==> src/rtl/cpuc_pkg.sv <==
// Shared constants and types of the conversion period update control.
package cpuc_pkg;
  // Word layout on the host serial link.
  localparam int         WORD_W        = 16;
  localparam int         SEL_LSB       = 13;
  localparam int         DATA_LSB      = 2;
  localparam int         SINX_BIT      = 9;
  localparam logic [1:0] PRI_NORMAL    = 2'h0;
  localparam logic [1:0] PRI_ADJ_ADD   = 2'h1;
  localparam logic [1:0] PRI_ADJ_SUB   = 2'h2;
  localparam logic [1:0] PRI_SECONDARY = 2'h3;
  localparam logic [2:0] SEL_TX_A      = 3'h0;
  localparam logic [2:0] SEL_TX_ADJ    = 3'h1;
  localparam logic [2:0] SEL_TX_B      = 3'h2;
  localparam logic [2:0] SEL_RX_A      = 3'h3;
  localparam logic [2:0] SEL_RX_ADJ    = 3'h4;
  localparam logic [2:0] SEL_RX_B      = 3'h5;
  localparam logic [2:0] SEL_CTRL      = 3'h6;
  // Divisor reset values and the B divisor floor.
  localparam logic [7:0] RST_TX_A      = 8'h12;
  localparam logic [7:0] RST_TX_ADJ    = 8'h01;
  localparam logic [7:0] RST_TX_B      = 8'h12;
  localparam logic [7:0] RST_RX_A      = 8'h12;
  localparam logic [7:0] RST_RX_ADJ    = 8'h01;
  localparam logic [7:0] RST_RX_B      = 8'h12;
  localparam logic [7:0] B_MIN         = 8'h0f;
  localparam logic [7:0] B_FIX         = 8'h12;
  // A counter value at which a pending adjustment is applied.
  localparam logic [7:0] ADJ_POINT     = 8'h02;
  // Register port offsets.
  localparam logic [7:0] REG_CTRL      = 8'h00;
  localparam logic [7:0] REG_STATUS    = 8'h04;
  localparam logic [7:0] REG_TX_DIV    = 8'h08;
  localparam logic [7:0] REG_RX_DIV    = 8'h0c;
  localparam logic [7:0] REG_DROPS     = 8'h10;
  localparam logic       RUN_RST       = 1'b0;
  // Timing.
  localparam int         SYS_CLK_NS    = 8;
  localparam int         SHIFT_CLK_NS  = 256;
  localparam int         SHIFT_HALF    = SHIFT_CLK_NS / (2 * SYS_CLK_NS);
  localparam int         RX_MARGIN_CYC = 64;
  typedef enum logic [2:0] {
    SER_IDLE  = 3'b001,
    SER_SHIFT = 3'b010,
    SER_DONE  = 3'b100
  } cpuc_ser_state_t;
endpackage

==> src/rtl/cpuc_period_if.sv <==
// Interface between the top control and one conversion period counter.
`timescale 1ns/1ps
interface cpuc_period_if;
  logic        run;
  logic [7:0]  div_a;
  logic [7:0]  div_b;
  logic [7:0]  adj;
  logic [1:0]  op;
  logic        decide;
  logic        period_end;
  logic [15:0] remain;
  modport ctr  (input run, div_a, div_b, adj, op, output decide, period_end, remain);
  modport user (output run, div_a, div_b, adj, op, input decide, period_end, remain);
endinterface

==> src/rtl/cpuc_sync3.sv <==
// Three-stage synchroniser that accepts a change once two stages agree.
`timescale 1ns/1ps
module cpuc_sync3 #(
  parameter int WIDTH = 1
) (
  // Clock and reset
  input  wire logic             sys_clk,
  input  wire logic             rst_n,
  // Pin side and clean side
  input  wire logic [WIDTH-1:0] async_in,
  output logic      [WIDTH-1:0] sync_out
);
  logic [WIDTH-1:0] s1_r;
  logic [WIDTH-1:0] s2_r;
  logic [WIDTH-1:0] s3_r;

  always_ff @(posedge sys_clk) begin
    if (!rst_n) begin
      s1_r     <= '0;
      s2_r     <= '0;
      s3_r     <= '0;
      sync_out <= '0;
    end else begin
      s1_r <= async_in;
      s2_r <= s1_r;
      s3_r <= s2_r;
      if (s2_r == s3_r) begin
        sync_out <= s3_r;
      end
    end
  end
endmodule

==> src/rtl/cpuc_period_ctr.sv <==
// Conversion period counter: B prescales the clock, A counts the period.
`timescale 1ns/1ps
module cpuc_period_ctr (
  // Clock and reset
  input wire logic   sys_clk,
  input wire logic   rst_n,
  // Divisors in, period events out
  cpuc_period_if.ctr pif
);
  logic       tick;
  logic [7:0] a_cnt_r;
  logic [7:0] pre_cnt_r;
  logic [8:0] sum_add;
  logic [8:0] dif_sub;
  logic       adj_done_r;

  assign tick           = pif.run && (pre_cnt_r == 8'h00);
  // One decision per period: an added count passes the decision point again, and
  // without this guard the same adjustment would stretch the period forever.
  assign pif.decide     = tick && (a_cnt_r == cpuc_pkg::ADJ_POINT) && !adj_done_r;
  assign pif.period_end = tick && (a_cnt_r <= 8'h01);
  assign sum_add = {1'b0, cpuc_pkg::ADJ_POINT} - 9'h001 + {1'b0, pif.adj};
  assign dif_sub = {1'b0, cpuc_pkg::ADJ_POINT} - 9'h001 - {1'b0, pif.adj};
  // Remaining time to the decision point, in clock cycles: counts left times div_b.
  assign pif.remain = (a_cnt_r > cpuc_pkg::ADJ_POINT && !adj_done_r) ?
                      {8'h00, a_cnt_r - cpuc_pkg::ADJ_POINT} * {8'h00, pif.div_b} : 16'h0000;

  // A result that would reach zero or overflow is refused and the plain count is kept.
  always_ff @(posedge sys_clk) begin
    if (!rst_n) begin
      a_cnt_r   <= 8'h00;
      pre_cnt_r <= 8'h00;
    end else if (!pif.run) begin
      a_cnt_r   <= pif.div_a;
      pre_cnt_r <= pif.div_b - 8'h01;
    end else if (tick) begin
      pre_cnt_r <= pif.div_b - 8'h01;
      if (a_cnt_r <= 8'h01) begin
        a_cnt_r <= pif.div_a;
      end else if (pif.decide && pif.op == cpuc_pkg::PRI_ADJ_ADD && !sum_add[8]) begin
        a_cnt_r <= sum_add[7:0];
      end else if (pif.decide && pif.op == cpuc_pkg::PRI_ADJ_SUB && !dif_sub[8] &&
                   dif_sub != 9'h000) begin
        a_cnt_r <= dif_sub[7:0];
      end else begin
        a_cnt_r <= a_cnt_r - 8'h01;
      end
    end else begin
      pre_cnt_r <= pre_cnt_r - 8'h01;
    end
  end

  always_ff @(posedge sys_clk) begin
    if (!rst_n) begin
      adj_done_r <= 1'b0;
    end else if (!pif.run || pif.period_end) begin
      adj_done_r <= 1'b0;
    end else if (pif.decide) begin
      adj_done_r <= 1'b1;
    end
  end

  near_end_add_a: assert property (@(posedge sys_clk) disable iff (!rst_n)
    pif.decide && pif.op == cpuc_pkg::PRI_ADJ_ADD && pif.adj == 8'h03 |=>
    a_cnt_r == 8'h04)
    else $error("Add adjustment not applied at the decision point.");
endmodule

==> src/rtl/cpuc_top.sv <==
// Conversion period update control: host word intake, period steering, filter select.
//
// Notes on behaviour
// - The transmit part of an adjustment hits the running transmit period.
// - Adjustments are applied near the end of a period, never at its start.
// - Enough time before the receive decision point: adjust the current receive period.
// - Too little time left: adjust the following receive period instead.
// - Receive part is dropped if the current receive period is already adjusted.
// - Transmit divisors, adjust and control words act in the running transmit period.
// - Receive divisor and adjust values go to this or next period, by time left.
// - Further receive values in an already updated receive period are ignored.
// - Bit 9 of the secondary control word inserts or bypasses the correction filter.
// - When inserted, the correction filter feeds the low-pass filter stage.
// - Reset loads divisors 12, 01, 12 and 12, 01, 12 hex.
// - A B divisor written below 15 is replaced by 12 hex.
`timescale 1ns/1ps
module cpuc_top #(
  parameter int RX_MARGIN  = cpuc_pkg::RX_MARGIN_CYC,
  parameter int SHIFT_HALF = cpuc_pkg::SHIFT_HALF
) (
  // Clock and reset
  input  wire logic        sys_clk,
  input  wire logic        rst_n,
  // Register port
  input  wire logic [7:0]  reg_addr,
  input  wire logic [31:0] reg_wdata,
  input  wire logic        reg_wr,
  input  wire logic        reg_rd,
  output logic      [31:0] reg_rdata,
  // Serial link to the host
  input  wire logic        host_serial_data_in,
  output logic             transmit_frame_sync_n,
  output logic             shift_clk,
  output logic             receive_frame_sync_n,
  // Output signal path
  input  wire logic [15:0] dac_direct,
  input  wire logic [15:0] dac_corrected,
  output logic      [15:0] scf_in,
  output logic             sinx_insert,
  output logic      [13:0] dac_code
);
  cpuc_period_if tx_if ();
  cpuc_period_if rx_if ();

  cpuc_pkg::cpuc_ser_state_t ser_state_r;
  logic        data_s;
  logic [7:0]  half_cnt_r;
  logic [3:0]  bit_cnt_r;
  logic [15:0] shreg_r;
  logic        shift_clk_r;
  logic        sec_expect_r;
  logic        run_r;
  logic [7:0]  tx_a_r;
  logic [7:0]  tx_adj_r;
  logic [7:0]  tx_b_r;
  logic [1:0]  tx_op_r;
  logic        sinx_r;
  logic [7:0]  rx_a_r;
  logic [7:0]  rx_adj_r;
  logic [7:0]  rx_b_r;
  logic [1:0]  rx_op_r;
  logic        cur_taken_r;
  logic        nxt_pend_r;
  logic [7:0]  st_a_r;
  logic [7:0]  st_adj_r;
  logic [7:0]  st_b_r;
  logic [1:0]  st_op_r;
  logic [15:0] drop_cnt_r;
  logic [31:0] rdata_r;
  logic [15:0] scf_in_r;
  logic [13:0] dac_code_r;
  logic        rfs_n_r;
  logic        word_vld;
  logic        is_pri;
  logic        is_sec;
  logic [2:0]  sel;
  logic [7:0]  fld;
  logic [1:0]  mode;
  logic        adj_cmd;
  logic        rx_upd;
  logic        rx_take_cur;
  logic        rx_take_nxt;
  logic        rx_drop;
  logic [7:0]  pk_a;
  logic [7:0]  pk_adj;
  logic [7:0]  pk_b;
  logic [1:0]  pk_op;
  logic [31:0] rd_mux;

  // True for secondary selects that address a receive register.
  function automatic logic is_rx_sel(input logic [2:0] s);
    return (s == cpuc_pkg::SEL_RX_A) || (s == cpuc_pkg::SEL_RX_ADJ) ||
           (s == cpuc_pkg::SEL_RX_B);
  endfunction

  // A B divisor below the floor would stall the filter clock, so it is forced.
  function automatic logic [7:0] fix_b(input logic [7:0] v);
    return (v < cpuc_pkg::B_MIN) ? cpuc_pkg::B_FIX : v;
  endfunction

  cpuc_sync3 #(
    .WIDTH (1)
  ) u_data_sync (
    .sys_clk  (sys_clk),
    .rst_n    (rst_n),
    .async_in (host_serial_data_in),
    .sync_out (data_s)
  );

  cpuc_period_ctr u_tx_ctr (
    .sys_clk (sys_clk),
    .rst_n   (rst_n),
    .pif     (tx_if.ctr)
  );

  cpuc_period_ctr u_rx_ctr (
    .sys_clk (sys_clk),
    .rst_n   (rst_n),
    .pif     (rx_if.ctr)
  );

  assign tx_if.run   = run_r;
  assign tx_if.div_a = tx_a_r;
  assign tx_if.div_b = tx_b_r;
  assign tx_if.adj   = tx_adj_r;
  assign tx_if.op    = tx_op_r;
  assign rx_if.run   = run_r;
  assign rx_if.div_a = rx_a_r;
  assign rx_if.div_b = rx_b_r;
  assign rx_if.adj   = rx_adj_r;
  assign rx_if.op    = rx_op_r;

  // A transmit period end opens a frame when none is open; the host's word is shifted in during it.
  always_ff @(posedge sys_clk) begin
    if (!rst_n) begin
      ser_state_r <= cpuc_pkg::SER_IDLE;
      half_cnt_r  <= 8'h00;
      bit_cnt_r   <= 4'h0;
      shreg_r     <= 16'h0000;
      shift_clk_r <= 1'b0;
    end else begin
      unique case (ser_state_r)
        cpuc_pkg::SER_IDLE: begin
          if (tx_if.period_end) begin
            ser_state_r <= cpuc_pkg::SER_SHIFT;
            half_cnt_r  <= 8'h00;
            bit_cnt_r   <= 4'h0;
          end
        end
        cpuc_pkg::SER_SHIFT: begin
          if (half_cnt_r == 8'(SHIFT_HALF - 1)) begin
            half_cnt_r  <= 8'h00;
            shift_clk_r <= ~shift_clk_r;
            // Sampling on the falling edge leaves half a bit for the synchroniser delay.
            if (shift_clk_r) begin
              shreg_r   <= {shreg_r[14:0], data_s};
              bit_cnt_r <= bit_cnt_r + 4'h1;
              if (bit_cnt_r == 4'hf) begin
                ser_state_r <= cpuc_pkg::SER_DONE;
              end
            end
          end else begin
            half_cnt_r <= half_cnt_r + 8'h01;
          end
        end
        cpuc_pkg::SER_DONE: begin
          ser_state_r <= cpuc_pkg::SER_IDLE;
        end
      endcase
    end
  end

  assign word_vld = (ser_state_r == cpuc_pkg::SER_DONE);
  assign is_pri   = word_vld && !sec_expect_r;
  assign is_sec   = word_vld && sec_expect_r;
  assign sel      = shreg_r[cpuc_pkg::SEL_LSB +: 3];
  assign fld      = shreg_r[cpuc_pkg::DATA_LSB +: 8];
  assign mode     = shreg_r[1:0];
  assign adj_cmd  = is_pri && (mode == cpuc_pkg::PRI_ADJ_ADD || mode == cpuc_pkg::PRI_ADJ_SUB);
  assign rx_upd   = adj_cmd || (is_sec && is_rx_sel(sel));

  // A primary word may announce that the next frame carries a secondary word.
  always_ff @(posedge sys_clk) begin
    if (!rst_n) begin
      sec_expect_r <= 1'b0;
      dac_code_r   <= 14'h0000;
    end else if (word_vld) begin
      sec_expect_r <= is_pri && (mode == cpuc_pkg::PRI_SECONDARY);
      if (is_pri) begin
        dac_code_r <= shreg_r[15:2];
      end
    end
  end

  // Transmit values act at once, inside the period that is running.
  always_ff @(posedge sys_clk) begin
    if (!rst_n) begin
      tx_a_r   <= cpuc_pkg::RST_TX_A;
      tx_adj_r <= cpuc_pkg::RST_TX_ADJ;
      tx_b_r   <= cpuc_pkg::RST_TX_B;
      sinx_r   <= 1'b0;
    end else if (is_sec) begin
      case (sel)
        cpuc_pkg::SEL_TX_A:   tx_a_r   <= fld;
        cpuc_pkg::SEL_TX_ADJ: tx_adj_r <= fld;
        cpuc_pkg::SEL_TX_B:   tx_b_r   <= fix_b(fld);
        cpuc_pkg::SEL_CTRL:   sinx_r   <= shreg_r[cpuc_pkg::SINX_BIT];
        default: begin
        end
      endcase
    end
  end

  // A command arriving with the period end still wins; it belongs to the new period.
  always_ff @(posedge sys_clk) begin
    if (!rst_n) begin
      tx_op_r <= cpuc_pkg::PRI_NORMAL;
    end else if (adj_cmd) begin
      tx_op_r <= mode;
    end else if (tx_if.period_end) begin
      tx_op_r <= cpuc_pkg::PRI_NORMAL;
    end
  end

  // Build the receive update on top of whatever is already queued.
  always_comb begin
    pk_a   = nxt_pend_r ? st_a_r   : rx_a_r;
    pk_adj = nxt_pend_r ? st_adj_r : rx_adj_r;
    pk_b   = nxt_pend_r ? st_b_r   : rx_b_r;
    pk_op  = nxt_pend_r ? st_op_r  : cpuc_pkg::PRI_NORMAL;
    if (adj_cmd) begin
      pk_op = mode;
    end else begin
      case (sel)
        cpuc_pkg::SEL_RX_A:   pk_a   = fld;
        cpuc_pkg::SEL_RX_ADJ: pk_adj = fld;
        cpuc_pkg::SEL_RX_B:   pk_b   = fix_b(fld);
        default: begin
        end
      endcase
    end
  end

  assign rx_drop     = rx_upd && cur_taken_r;
  assign rx_take_cur = rx_upd && !cur_taken_r && !nxt_pend_r &&
                       (rx_if.remain > 16'(RX_MARGIN));
  assign rx_take_nxt = rx_upd && !cur_taken_r && !rx_take_cur;

  // The counter reads the op at its decision point, so an update written now lands
  // near the end of the period it targets.
  always_ff @(posedge sys_clk) begin
    if (!rst_n) begin
      rx_a_r      <= cpuc_pkg::RST_RX_A;
      rx_adj_r    <= cpuc_pkg::RST_RX_ADJ;
      rx_b_r      <= cpuc_pkg::RST_RX_B;
      rx_op_r     <= cpuc_pkg::PRI_NORMAL;
      st_a_r      <= cpuc_pkg::RST_RX_A;
      st_adj_r    <= cpuc_pkg::RST_RX_ADJ;
      st_b_r      <= cpuc_pkg::RST_RX_B;
      st_op_r     <= cpuc_pkg::PRI_NORMAL;
      cur_taken_r <= 1'b0;
      nxt_pend_r  <= 1'b0;
    end else if (rx_if.period_end) begin
      nxt_pend_r <= 1'b0;
      if (rx_take_nxt) begin
        {rx_a_r, rx_adj_r, rx_b_r, rx_op_r} <= {pk_a, pk_adj, pk_b, pk_op};
        cur_taken_r <= 1'b1;
      end else if (nxt_pend_r) begin
        {rx_a_r, rx_adj_r, rx_b_r, rx_op_r} <= {st_a_r, st_adj_r, st_b_r, st_op_r};
        cur_taken_r <= 1'b1;
      end else begin
        rx_op_r     <= cpuc_pkg::PRI_NORMAL;
        cur_taken_r <= 1'b0;
      end
    end else if (rx_take_cur) begin
      {rx_a_r, rx_adj_r, rx_b_r, rx_op_r} <= {pk_a, pk_adj, pk_b, pk_op};
      cur_taken_r <= 1'b1;
    end else if (rx_take_nxt) begin
      {st_a_r, st_adj_r, st_b_r, st_op_r} <= {pk_a, pk_adj, pk_b, pk_op};
      nxt_pend_r <= 1'b1;
    end
  end

  always_ff @(posedge sys_clk) begin
    if (!rst_n) begin
      drop_cnt_r <= 16'h0000;
    end else if (rx_drop) begin
      drop_cnt_r <= drop_cnt_r + 16'h0001;
    end
  end

  always_ff @(posedge sys_clk) begin
    if (!rst_n) begin
      scf_in_r <= 16'h0000;
      rfs_n_r  <= 1'b1;
    end else begin
      scf_in_r <= sinx_r ? dac_corrected : dac_direct;
      rfs_n_r  <= ~rx_if.period_end;
    end
  end

  always_ff @(posedge sys_clk) begin
    if (!rst_n) begin
      run_r <= cpuc_pkg::RUN_RST;
    end else if (reg_wr && reg_addr == cpuc_pkg::REG_CTRL) begin
      run_r <= reg_wdata[0];
    end
  end

  always_comb begin
    case (reg_addr)
      cpuc_pkg::REG_CTRL:   rd_mux = {31'h0, run_r};
      cpuc_pkg::REG_STATUS: rd_mux = {25'h0, ser_state_r, sec_expect_r, sinx_r,
                                      nxt_pend_r, cur_taken_r};
      cpuc_pkg::REG_TX_DIV: rd_mux = {6'h00, tx_op_r, tx_b_r, tx_adj_r, tx_a_r};
      cpuc_pkg::REG_RX_DIV: rd_mux = {6'h00, rx_op_r, rx_b_r, rx_adj_r, rx_a_r};
      cpuc_pkg::REG_DROPS:  rd_mux = {16'h0000, drop_cnt_r};
      default:              rd_mux = 32'h0000_0000;
    endcase
  end

  // Read data stand for exactly one cycle after the strobe.
  always_ff @(posedge sys_clk) begin
    if (!rst_n) begin
      rdata_r <= 32'h0000_0000;
    end else begin
      rdata_r <= reg_rd ? rd_mux : 32'h0000_0000;
    end
  end

  assign reg_rdata             = rdata_r;
  assign transmit_frame_sync_n = (ser_state_r != cpuc_pkg::SER_SHIFT);
  assign shift_clk             = shift_clk_r;
  assign receive_frame_sync_n  = rfs_n_r;
  assign scf_in                = scf_in_r;
  assign sinx_insert           = sinx_r;
  assign dac_code              = dac_code_r;

  frame_open_a: assert property (@(posedge sys_clk) disable iff (!rst_n)
    tx_if.period_end && ser_state_r == cpuc_pkg::SER_IDLE |=> !transmit_frame_sync_n)
    else $error("Frame did not open at the transmit period end.");
  tx_adjust_a: assert property (@(posedge sys_clk) disable iff (!rst_n)
    adj_cmd |=> tx_op_r == $past(mode) && tx_if.op == tx_op_r)
    else $error("Transmit adjustment not taken by the running period.");
  rx_current_a: assert property (@(posedge sys_clk) disable iff (!rst_n)
    rx_upd && !cur_taken_r && !nxt_pend_r && !rx_if.period_end &&
    rx_if.remain > 16'(RX_MARGIN) |=> cur_taken_r && !nxt_pend_r)
    else $error("Receive update with time to spare missed the current period.");
  rx_next_a: assert property (@(posedge sys_clk) disable iff (!rst_n)
    rx_upd && !cur_taken_r && !rx_if.period_end &&
    rx_if.remain <= 16'(RX_MARGIN) |=> nxt_pend_r && !cur_taken_r)
    else $error("Late receive update was not queued for the next period.");
  rx_discard_a: assert property (@(posedge sys_clk) disable iff (!rst_n)
    rx_drop && !rx_if.period_end |=> $stable(rx_a_r) && $stable(rx_op_r) &&
    drop_cnt_r == $past(drop_cnt_r) + 16'h0001)
    else $error("Receive update in an adjusted period was not discarded.");
  tx_write_a: assert property (@(posedge sys_clk) disable iff (!rst_n)
    is_sec && sel == cpuc_pkg::SEL_TX_A |=> tx_if.div_a == $past(fld))
    else $error("Transmit A divisor did not act in the running period.");
  filter_path_a: assert property (@(posedge sys_clk) disable iff (!rst_n)
    sinx_insert ##1 sinx_insert |-> scf_in == $past(dac_corrected))
    else $error("Inserted correction filter is not feeding the low-pass stage.");
  sinx_bit_a: assert property (@(posedge sys_clk) disable iff (!rst_n)
    is_sec && sel == cpuc_pkg::SEL_CTRL |=> sinx_insert == $past(shreg_r[9]))
    else $error("Filter select does not follow bit 9 of the control word.");
  reset_vals_a: assert property (@(posedge sys_clk) disable iff (!rst_n)
    $rose(rst_n) |-> tx_a_r == 8'h12 && tx_adj_r == 8'h01 && tx_b_r == 8'h12 &&
    rx_a_r == 8'h12 && rx_adj_r == 8'h01 && rx_b_r == 8'h12)
    else $error("Divisor registers not at their reset values.");
  b_floor_a: assert property (@(posedge sys_clk) disable iff (!rst_n)
    is_sec && sel == cpuc_pkg::SEL_TX_B && fld < 8'h0f |=> tx_b_r == 8'h12)
    else $error("Low transmit B divisor was not replaced.");
endmodule

==> config.mk <==
export PLATFORM = sky130hd
export DESIGN_NAME = cpuc_top
export DESIGN_NICKNAME = d
export VERILOG_FILES = /design/src/rtl/cpuc_pkg.sv /design/src/rtl/cpuc_period_if.sv /design/src/rtl/cpuc_sync3.sv /design/src/rtl/cpuc_period_ctr.sv /design/src/rtl/cpuc_top.sv
export SDC_FILE = /design/constraint.sdc
export NUM_CORES = 1
export LEC_CHECK = 0
export ABC_AREA = 1
export ABC_CLOCK_PERIOD_IN_PS = 7650
export BUFFER_PORTS_ARGS = -buffer_cell sky130_fd_sc_hd__buf_2
export CAP_MARGIN = 0
export CORE_MARGIN = 3
export CORE_UTILIZATION = 45
export CTS_BUF_LIST = sky130_fd_sc_hd__clkbuf_16
export DETAILED_ROUTE_END_ITERATION = 10
export GPL_ROUTABILITY_DRIVEN = 1
export HOLD_SLACK_MARGIN = 0.12
export PLACE_DENSITY = 0.69
export SYNTH_ARGS = -nofsm -noshare
export SYNTH_HDL_FRONTEND = slang
export SYNTH_SLANG_ARGS = --single-unit
export TNS_END_PERCENT = 10
==> constraint.sdc <==
create_clock -name sys_clk -period 7.65 [get_ports sys_clk]
set_clock_uncertainty 0.05 [all_clocks]
set_input_delay 1.53 -clock sys_clk [delete_from_list [all_inputs] [get_ports sys_clk]]
set_output_delay 1.53 -clock sys_clk [all_outputs]
set_load 0.05 [all_outputs]
==> impl_metrics.json, run 1 <==
{
  "yosysWarnings": 0,
  "holdBufCountCts": 0,
  "ys_types": 48,
  "synth_cells": 1885,
  "fin_hold_ws_ps": 360,
  "place_ws_ps": 1040,
  "required_ps": 7980,
  "worstPathArrival_ps": 7060,
  "place_inst": 2313,
  "final_core_util_pct": 51.2,
  "worstPathMaxFanout": 27,
  "antenna_left": 0,
  "power_density_nw_per_um2": 175,
  "antenna_cells": 0,
  "grt_pass1_wl_mm": 58.7,
  "ys_seq_area_share_pct": 33.8,
  "synthTopCellsByArea": "dfxtp_1 (34%), nand2_1 (8.8%), o21ai_0 (7.9%)",
  "status": "complete, no violations",
  "crit_type": "register to register",
  "n_fill_cell": 2890,
  "post-cts-setup-buffers": 0,
  "dpl-instance-area_um2": 14100,
  "final_nets": 2128,
  "num_io_pins": 143,
  "synthFlopType": "dfxtp_1",
  "dp_hpwl_mm": 26.5,
  "cts_resized": 0,
  "critPathLaunchType": "register",
  "post-route-period-util_pct": 88.0,
  "cts.sinks": 226,
  "tns_ps": 0,
  "core_region_area_um2": 29000,
  "htree_num_levels": 1,
  "vdd.ir_drop.worst_uv": 217,
  "synth_edf_count": 0,
  "synthMuxAreaShare_pct": 0.299,
  "dr.pass1.iters": 5,
  "yosysTopAreaCell": "dfxtp_1",
  "hold_path.class": "register to register",
  "netlist.area_leader.share_pct": 33.8,
  "wirelength_mm": 36.2,
  "synthXorXnorAreaFrac_pct": 3.34,
  "fin_crit_ps": 6740,
  "grtUsageTotal_pct": 22.4,
  "cap_violations": 0,
  "design.die.area_um2": 31800,
  "cts_buffers": 24,
  "drt_iter0_drc": 892,
  "fin_area_um2": 14900,
  "endpoint_kind": "register",
  "worstMarginPinSlew_ps": 1080,
  "drive_above_1_share_pct": 9.13,
  "netlist_area_um2": 13400,
  "dieHeight_um": 178,
  "wire_per_inst_um": 15.4,
  "post-route-drc-count": 0,
  "vias_per_cell": 5.35,
  "grt-ovfl-total": 0,
  "synth_compound_area_share_pct": 18.9,
  "cts_buffer_depth": 3,
  "antenna_found_initial": 1,
  "die_w_um": 178,
  "postSynthAreaPerCell_um2": 7.10,
  "areaGrowthSynthToFinish_pct": 11.1,
  "clock_latency_ps": 530,
  "p_leak_nw": 6.88,
  "grt_max_degree": 118,
  "rsz0062_at_grt": "no",
  "setup_ws_ps": 915,
  "relSlewSlack_pct": 28.2,
  "final_max_slew_viol_count": 0,
  "synth_adder_area_share_pct": 11.0,
  "yosys.area_share.simple_pct": 22.4,
  "synth_async_sr_flop_share_pct": 0,
  "total_power_mw": 2.60,
  "setup_viol": 0,
  "cts_root_buf": "clkbuf_16",
  "vias": 12600,
  "clk_pin_slew_ps": 60,
  "initial_core_util_pct": 46.1,
  "fmax_mhz": 148,
  "synth_top_family_by_area": "simple AND/OR/NAND/NOR gates",
  "rows": 62,
  "grt_pass1_vias": 11600,
  "timing_hold_violations_final": 0,
  "ys_ff_latch": 226,
  "fin_cells": 2355,
  "io_buffers": 105,
  "gp_congestion": 0.915,
  "tritoncts": "done"
}
-- report_power, final --
group / total [mW] / leakage [nW] / switching [mW] / internal (mW)
Sequential: 1.22 / 1.83 / 0.0173 / 1.20
Clock: 1.07 / 0.374 / 0.473 / 0.601
Combinational: 0.309 / 4.68 / 0.219 / 0.0898
Total: 2.60 / 6.88 / 0.709 / 1.89
-- final timing paths --
path,start,to,slack (ps),cells after the start
worst min-delay path,u_data_sync.s1_r$_SDFF_PN0_,u_data_sync.s2_r$_SDFF_PN0_,360,2
worst max-delay path,u_rx_ctr.a_cnt_r[1]$_SDFFE_PN0P_,rx_if.op[0]$_SDFFE_PN0P_,910,27
worst min register to register,u_data_sync.s1_r$_SDFF_PN0_,u_data_sync.s2_r$_SDFF_PN0_,360,2
worst max register to register,u_rx_ctr.a_cnt_r[1]$_SDFFE_PN0P_,rx_if.op[0]$_SDFFE_PN0P_,910,27
-- worst max-delay path, cell delays in order (launching register included) --
cell	delay [ps]
dfxtp_1	310
buf_4	170
nor3_1	410
xor2_1	620
nor2_1	140
fa_1	580
fa_1	450
fa_1	540
inv_1	60
fa_1	530
inv_1	40
ha_1	340
nand2_1	80
nand2_1	60
a21oi_1	160
nand2_1	130
nand2_1	80
nand2_1	50
nand2_1	60
clkinv_1	50
nand2_1	70
nor2_1	40
nand3_1	130
nand2_2	100
nand2_4	290
nand2_2	380
o21ai_0	520
a21oi_1	120
-- placed cells by master (no fill, tap or decap), types with 7 or more instances in the layout --
cell       netlist  layout
nor2_1         184     184
buf_4            8      12
nand4_1         12      12
a221oi_1         9       9
a21oi_1        172     172
inv_1          256     263
o22ai_1         14      14
clkbuf_16        0      24
nand3b_1         8       8
clkinv_1         7      12
dfxtp_1        226     226
fa_1            36      36
o211ai_1        15      15
o21ai_0        210     210
nand3_1         92      92
a31oi_1          8       8
o21ai_1          9       9
ha_1            60      60
o21a_1          10      10
nand2_1        315     315
nor3_1          42      42
buf_2           12     104
xnor2_1         19      19
nor2_2           7       7
xor2_1          32      32
-- synth_stat cells, types with 10 or more instances --
| cell type | n |
|---|---|
| nor3_1 | 42 |
| dfxtp_1 | 226 |
| nand3_1 | 92 |
| fa_1 | 36 |
| nor2_1 | 184 |
| nand2_1 | 315 |
| o22ai_1 | 14 |
| o21ai_0 | 210 |
| ha_1 | 60 |
| o211ai_1 | 15 |
| inv_1 | 256 |
| xor2_1 | 32 |
| buf_2 | 12 |
| nand4_1 | 12 |
| o21a_1 | 10 |
| xnor2_1 | 19 |
| clkbuf_1 | 53 |
| a21oi_1 | 172 |
-- kinds of logic after synthesis --
kind of cell,after synthesis
AOI/OAI and AO/OA,467
xor gates and xnor gates,51
DFF,226
and+or+nand+nor,694
adders and majority gates,96
other,1
buffers and inverters,346
muxes,4
-- area by class of cell --
class	instances	area, µm²	area share [%]
clock buffers	24	601	4.04
clock inverters	18	114	0.766
inverters	268	1010	6.77
multi-input cells	1318	7500	50.5
flip-flops and latches	226	4520	30.5
well taps	384	480	3.23
repair buffers	117	631	4.24
-- flip-flops by register name, indices dropped and copies added, names as in the netlist, 8 cells and up --
| signal | count |
|---|---|
| dac_code | 14 |
| u_tx_ctr.a_cnt_r | 8 |
| scf_in | 16 |
| reg_rdata | 26 |
| tx_a_r | 8 |
| rx_adj_r | 8 |
| u_tx_ctr.pre_cnt_r | 8 |
| st_b_r | 8 |
| half_cnt_r | 8 |
| u_rx_ctr.a_cnt_r | 8 |
| drop_cnt_r | 16 |
| rx_b_r | 8 |
| st_adj_r | 8 |
| u_rx_ctr.pre_cnt_r | 8 |
| rx_a_r | 8 |
| tx_b_r | 8 |
| shreg_r | 16 |
| st_a_r | 8 |
| tx_adj_r | 8 |
-- layer usage --
layer | GRT usage (%) | share of wire, % | vias up
met4 | 5.81 | 2.4 | 2
met5 | 0 | 0.052 | -
li1 | - | - | 6309
met1 | 31.2 | 45 | 5845
met2 | 35.6 | 46 | 389
met3 | 4.38 | 7.2 | 63
No activity file was read; power rests on OpenSTA's default activity.
==> run 2: changes to the inputs <==
--- a/config.mk
+++ b/config.mk
@@ -9,13 +9,15 @@
 export ABC_CLOCK_PERIOD_IN_PS = 7650
 export BUFFER_PORTS_ARGS = -buffer_cell sky130_fd_sc_hd__buf_2
 export CAP_MARGIN = 0
+export CELL_PAD_IN_SITES_DETAIL_PLACEMENT = 0
+export CELL_PAD_IN_SITES_GLOBAL_PLACEMENT = 1
 export CORE_MARGIN = 3
-export CORE_UTILIZATION = 45
+export CORE_UTILIZATION = 43
 export CTS_BUF_LIST = sky130_fd_sc_hd__clkbuf_16
 export DETAILED_ROUTE_END_ITERATION = 10
 export GPL_ROUTABILITY_DRIVEN = 1
 export HOLD_SLACK_MARGIN = 0.12
-export PLACE_DENSITY = 0.69
+export PLACE_DENSITY = 0.85
 export SYNTH_ARGS = -nofsm -noshare
 export SYNTH_HDL_FRONTEND = slang
 export SYNTH_SLANG_ARGS = --single-unit
==> run 2 against run 1 <==
Against the previous run:
- flip-flop and latch count stayed put
- register-to-register slack better by 70 ps
- final cell count is 0.34% higher
- sequential share of layout area is 0.39 points lower
- clock power is 27% higher
- global-route usage is 0.48 points lower
- worst setup slack better by 75 ps
- critical path depth is 2 higher
- fmax is 1.1% higher
- critical endpoint is now rx_b_r[3]$_SDFFE_PN0P_
==> impl_metrics.json, run 2 (synthesized netlist as in run 1, its figures left out) <==
{
  "rsz0062_at_grt": "no",
  "tritoncts": "done",
  "cts_resized": 0,
  "wirelength_mm": 37.6,
  "vias": 12500,
  "post-route-period-util_pct": 87.1,
  "areaGrowthSynthToFinish_pct": 12.5,
  "status": "complete, no violations",
  "dieHeight_um": 182,
  "slowest_delay_ps": 590,
  "regToRegSetupSlack_ps": 990,
  "critPathLaunch": "u_rx_ctr.a_cnt_r[2]$_SDFFE_PN0P_",
  "slowest_stage": "xnor2_1",
  "rr_worst_depth": 29,
  "cap_violations": 0,
  "cp_common_cell": "nand2_1",
  "cts_root_buf": "clkbuf_16",
  "cp-endpoint": "rx_b_r[3]$_SDFFE_PN0P_",
  "drive_above_1_share_pct": 9.84,
  "vdd.ir_drop.worst_uv": 182,
  "htree_num_levels": 1,
  "antenna_found_initial": 0,
  "largest_reg_flops": 26,
  "grt_pass1_vias": 11600,
  "grt_max_degree": 101,
  "dpl-instance-area_um2": 14100,
  "worstReg2RegEnd": "rx_b_r[3]$_SDFFE_PN0P_",
  "endpoint_kind": "register",
  "dp_hpwl_mm": 27.3,
  "multiInputGateArea_um2": 7510,
  "initial_core_util_pct": 44.4,
  "post-route-drc-count": 0,
  "mostFrequentLayoutCells": "nand2_1 (315), inv_1 (256), dfxtp_1 (226)",
  "grtUsageTotal_pct": 21.9,
  "worstMarginPinSlew_ps": 999,
  "gp_congestion": 0.875,
  "grt_pass1_wl_mm": 60.1,
  "clock_latency_ps": 530,
  "power_density_nw_per_um2": 192,
  "wire_per_inst_um": 15.9,
  "critPathLaunchType": "register",
  "final_common_cell": "nand2_1",
  "drt_iter0_drc": 916,
  "core_region_area_um2": 30100,
  "setup_viol": 0,
  "final_max_slew_viol_count": 0,
  "n_fill_cell": 2961,
  "fin_area_um2": 15100,
  "final_nets": 2126,
  "post-cts-setup-buffers": 0,
  "timing.rr.start": "u_rx_ctr.a_cnt_r[2]$_SDFFE_PN0P_",
  "required_ps": 8000,
  "seq_area_um2": 4520,
  "hold_path.class": "register to register",
  "fin_hold_ws_ps": 379,
  "worstPathMaxFanout": 29,
  "cts_buffers": 25,
  "io_buffers": 105,
  "design.die.area_um2": 33300,
  "dr.pass1.iters": 8,
  "total_power_mw": 2.89,
  "rows": 63,
  "tns_ps": 0,
  "vias_per_cell": 5.30,
  "cts_buffer_depth": 3,
  "fmax_mhz": 150,
  "crit_type": "register to register",
  "die_w_um": 182,
  "relSlewSlack_pct": 32.9,
  "setup_ws_ps": 990,
  "clk_pin_slew_ps": 70,
  "place_ws_ps": 1050,
  "p_leak_nw": 6.94,
  "grt-ovfl-total": 0,
  "fin_crit_ps": 6660,
  "cts.sinks": 226,
  "num_io_pins": 143,
  "holdBufCountCts": 0,
  "timing_hold_violations_final": 0,
  "worstPathArrival_ps": 7010,
  "antenna_left": 0
}
==> run 2: changes by cell type in the layout (fill, tap and decap cells not counted), sizes merged, moves of 3 or more <==
cell | before | now
clkinvlp | 1 | 4
buf | 117 | 114
inv | 268 | 263
bufinv | 1 | 7
==> run 2: through the flow <==
step           instances  utilization [%]
2_1_floorplan       1890                -
3_3_place_gp        2316             46.9
3_5_place_dp        2316             46.9
4_1_cts             2362             50.0
5_1_grt             2362             50.0
6_report            2363             50.0
==> run 2: final cells by class <==
class,instances,share of cell area [%]
clock inverter,21,2.00
inverter,268,6.68
sequential,226,30.1
tap,390,3.24
multi-input combinational,1318,49.9
timing repair buffer,114,3.96
clock buffer,25,4.16
antenna,1,0.0166
==> run 2: worst min path at each step <==
stage	start	end	cells after the start
4_1_cts	u_data_sync.s1_r$_SDFF_PN0_	u_data_sync.s2_r$_SDFF_PN0_	2
2_1_floorplan	u_data_sync.s1_r$_SDFF_PN0_	u_data_sync.s2_r$_SDFF_PN0_	2
3_5_place_dp	u_data_sync.s1_r$_SDFF_PN0_	u_data_sync.s2_r$_SDFF_PN0_	2
3_3_place_gp	u_data_sync.s1_r$_SDFF_PN0_	u_data_sync.s2_r$_SDFF_PN0_	2
6_report	u_data_sync.s1_r$_SDFF_PN0_	u_data_sync.s2_r$_SDFF_PN0_	2
5_1_grt	u_data_sync.s1_r$_SDFF_PN0_	u_data_sync.s2_r$_SDFF_PN0_	2
==> run 2: worst max-delay path, delay by kind of cell, from the launching register on <==
family          cells  cell delay [ps]
simple gates       14             1860
buf+inv             5              280
fa+ha+maj           6             2700
compound gates      3              620
xor+xnor            1              590
flops               1              420
==> run 2: power breakdown <==
part	internal, mW	switching (mW)
Sequential	1.20	0.0184
Clock	0.839	0.519
Combinational	0.0891	0.221
Total	2.13	0.758
==> run 2: routing by layer <==
layer	track usage, %	up-vias	part of all wire, %
met5	0	-	0
met4	4.94	0	2.2
met3	3.21	52	6.1
met2	35.0	324	45
met1	31.5	5838	47
li1	-	6301	-
==> run 3: changes to the inputs <==
--- a/config.mk
+++ b/config.mk
@@ -11,7 +11,6 @@
 export CAP_MARGIN = 0
 export CELL_PAD_IN_SITES_DETAIL_PLACEMENT = 0
 export CELL_PAD_IN_SITES_GLOBAL_PLACEMENT = 1
-export CORE_MARGIN = 3
 export CORE_UTILIZATION = 43
 export CTS_BUF_LIST = sky130_fd_sc_hd__clkbuf_16
 export DETAILED_ROUTE_END_ITERATION = 10
==> run 3 against run 2 <==
Against the previous run:
- global-route usage grew 1.3 points
- flip-flop and latch count is the same
- count of clock-buffer cells in the layout is the same
- worst setup slack gained 62 ps
- register-to-register slack gained 60 ps
- non-clock buffer count grew 1
- die area shrank 4.3%
- via count grew 0.26%
- sequential share of layout area grew 0.32 points
- clock power shrank 17%
- combinational power is essentially flat
- largest cell class unchanged
- highest routed layer unchanged
==> impl_metrics.json, run 3 (synthesized netlist as in run 1, its figures left out) <==
{
  "areaGrowthSynthToFinish_pct": 11.4,
  "p_leak_nw": 6.89,
  "fin_cells": 2367,
  "grt_pass1_vias": 11400,
  "grt_pass1_wl_mm": 59.1,
  "critPathLaunchType": "register",
  "rsz0062_at_grt": "no",
  "power_density_nw_per_um2": 179,
  "post-route-period-util_pct": 86.2,
  "cts_buffers": 25,
  "tritoncts": "done",
  "vias_per_cell": 5.30,
  "tns_ps": 0,
  "grt_max_degree": 98,
  "rows": 64,
  "largest_reg_flops": 26,
  "grt-ovfl-total": 0,
  "design.die.area_um2": 31800,
  "dpl-instance-area_um2": 14100,
  "seqPwrFrac_pct": 45.8,
  "core_region_area_um2": 30600,
  "die_w_um": 178,
  "fmax_mhz": 152,
  "p_comb_share_pct": 11.7,
  "p_int_mw": 1.92,
  "io_buffers": 105,
  "antenna_found_initial": 0,
  "mostFrequentLayoutCells": "nand2_1 (315), inv_1 (262), dfxtp_1 (226)",
  "grtUsageTotal_pct": 23.2,
  "fin_crit_ps": 6600,
  "final_nets": 2127,
  "status": "complete, no violations",
  "cts_root_buf": "clkbuf_16",
  "met2_length_mm": 16.9,
  "routed.top_layer": "met4",
  "cts_buffer_depth": 3,
  "met3_length_mm": 2.44,
  "clk_pin_slew_ps": 60,
  "dieHeight_um": 178,
  "cp_common_cell": "nand2_1",
  "dp_hpwl_mm": 27.2,
  "required_ps": 7970,
  "num_io_pins": 143,
  "post-route-drc-count": 0,
  "fin_area_um2": 14900,
  "relSlewSlack_pct": 35.9,
  "antenna_left": 0,
  "drive_above_1_share_pct": 9.23,
  "slowest_stage": "fa_1",
  "final_common_cell": "nand2_1",
  "vias": 12500,
  "p_switching_mw": 0.738,
  "worstMarginPinSlew_ps": 962,
  "wirelength_mm": 37.2,
  "worstPathArrival_ps": 6920,
  "clock_power_share_pct": 42.5,
  "n_fill_cell": 3118,
  "clock_latency_ps": 540,
  "gp_congestion": 0.902,
  "fin_hold_ws_ps": 366,
  "vdd.ir_drop.worst_uv": 171,
  "place_ws_ps": 1070,
  "htree_num_levels": 1,
  "cts.sinks": 226,
  "timing_hold_violations_final": 0,
  "m1WireLength_mm": 17.2,
  "holdBufCountCts": 0,
  "post-cts-setup-buffers": 0,
  "regToRegSetupSlack_ps": 1050,
  "cap_violations": 0,
  "setup_ws_ps": 1050,
  "final_max_slew_viol_count": 0,
  "antenna_cells": 0,
  "setup_viol": 0,
  "worstPathMaxFanout": 29,
  "drt_iter0_drc": 896,
  "hold_path.class": "register to register",
  "endpoint_kind": "register",
  "crit_type": "register to register",
  "slowest_delay_ps": 600,
  "swShare_pct": 27.7,
  "initial_core_util_pct": 43.7,
  "place_inst": 2323,
  "wire_per_inst_um": 15.7,
  "cts_resized": 0,
  "dr.pass1.iters": 5
}
## run 3: cell types whose count changed in the layout (fill, tap and decap cells not counted)
cell	change
clkinvlp_4	-3
clkinv_2	-4
inv_1	+6
clkinv_1	+5
inv_6	-1
inv_16	+1
diode_2	-1
bufinv_16	-6
buf_4	+1
## run 3: final cells by class
type / instances / area [µm²] / area share [%]
clock buffer: 25 / 626 / 4.20
clock inverter: 19 / 131 / 0.882
inverter: 268 / 1010 / 6.75
multi-input combinational: 1318 / 7510 / 50.4
sequential: 226 / 4520 / 30.4
tap: 396 / 495 / 3.33
timing repair buffer: 115 / 603 / 4.05
## run 3: path summary, 6_finish.rpt
path,from,end,cells after the start
hold reg to reg,u_data_sync.s1_r$_SDFF_PN0_,u_data_sync.s2_r$_SDFF_PN0_,2
setup / recovery,u_rx_ctr.a_cnt_r[2]$_SDFFE_PN0P_,rx_b_r[1]$_SDFFE_PN1P_,30
hold / removal,u_data_sync.s1_r$_SDFF_PN0_,u_data_sync.s2_r$_SDFF_PN0_,2
setup reg to reg,u_rx_ctr.a_cnt_r[2]$_SDFFE_PN0P_,rx_b_r[1]$_SDFFE_PN1P_,30
## run 3: metrics by stage
step           utilization, %  power (mW)
3_3_place_gp             46.2        1.55
3_5_place_dp             46.2        1.55
6_report                 48.7        2.66
2_1_floorplan               -        1.48
4_1_cts                  48.7        2.68
5_1_grt                  48.7        2.77
## run 3: worst max-delay path: cells and delay by family, from the launching register on
kind / cells / cell delay [ps]
adder cells (fa/ha/maj): 6 / 2730
AND/OR/NAND/NOR: 19 / 2440
XOR/XNOR: 1 / 580
flip-flops: 1 / 410
buffers and inverters: 4 / 210
## run 3: routing by layer
| layer | up-vias | global-route usage, % |
|---|---|---|
| li1 | 6303 | - |
| met5 | - | 0 |
| met1 | 5866 | 33.0 |
| met3 | 48 | 3.35 |
| met2 | 330 | 37.0 |
| met4 | 0 | 4.91 |
## run 3: power groups by stage
| stage | combinational (mW) | clock (mW) | sequential, mW |
|---|---|---|---|
| CTS | 0.312 | 1.15 | 1.22 |
| detailed placement | 0.311 | 0 | 1.24 |
| global route | 0.348 | 1.20 | 1.22 |
| floorplan | 0.191 | 0 | 1.29 |
| global placement | 0.307 | 0 | 1.24 |
| finish | 0.311 | 1.13 | 1.22 |
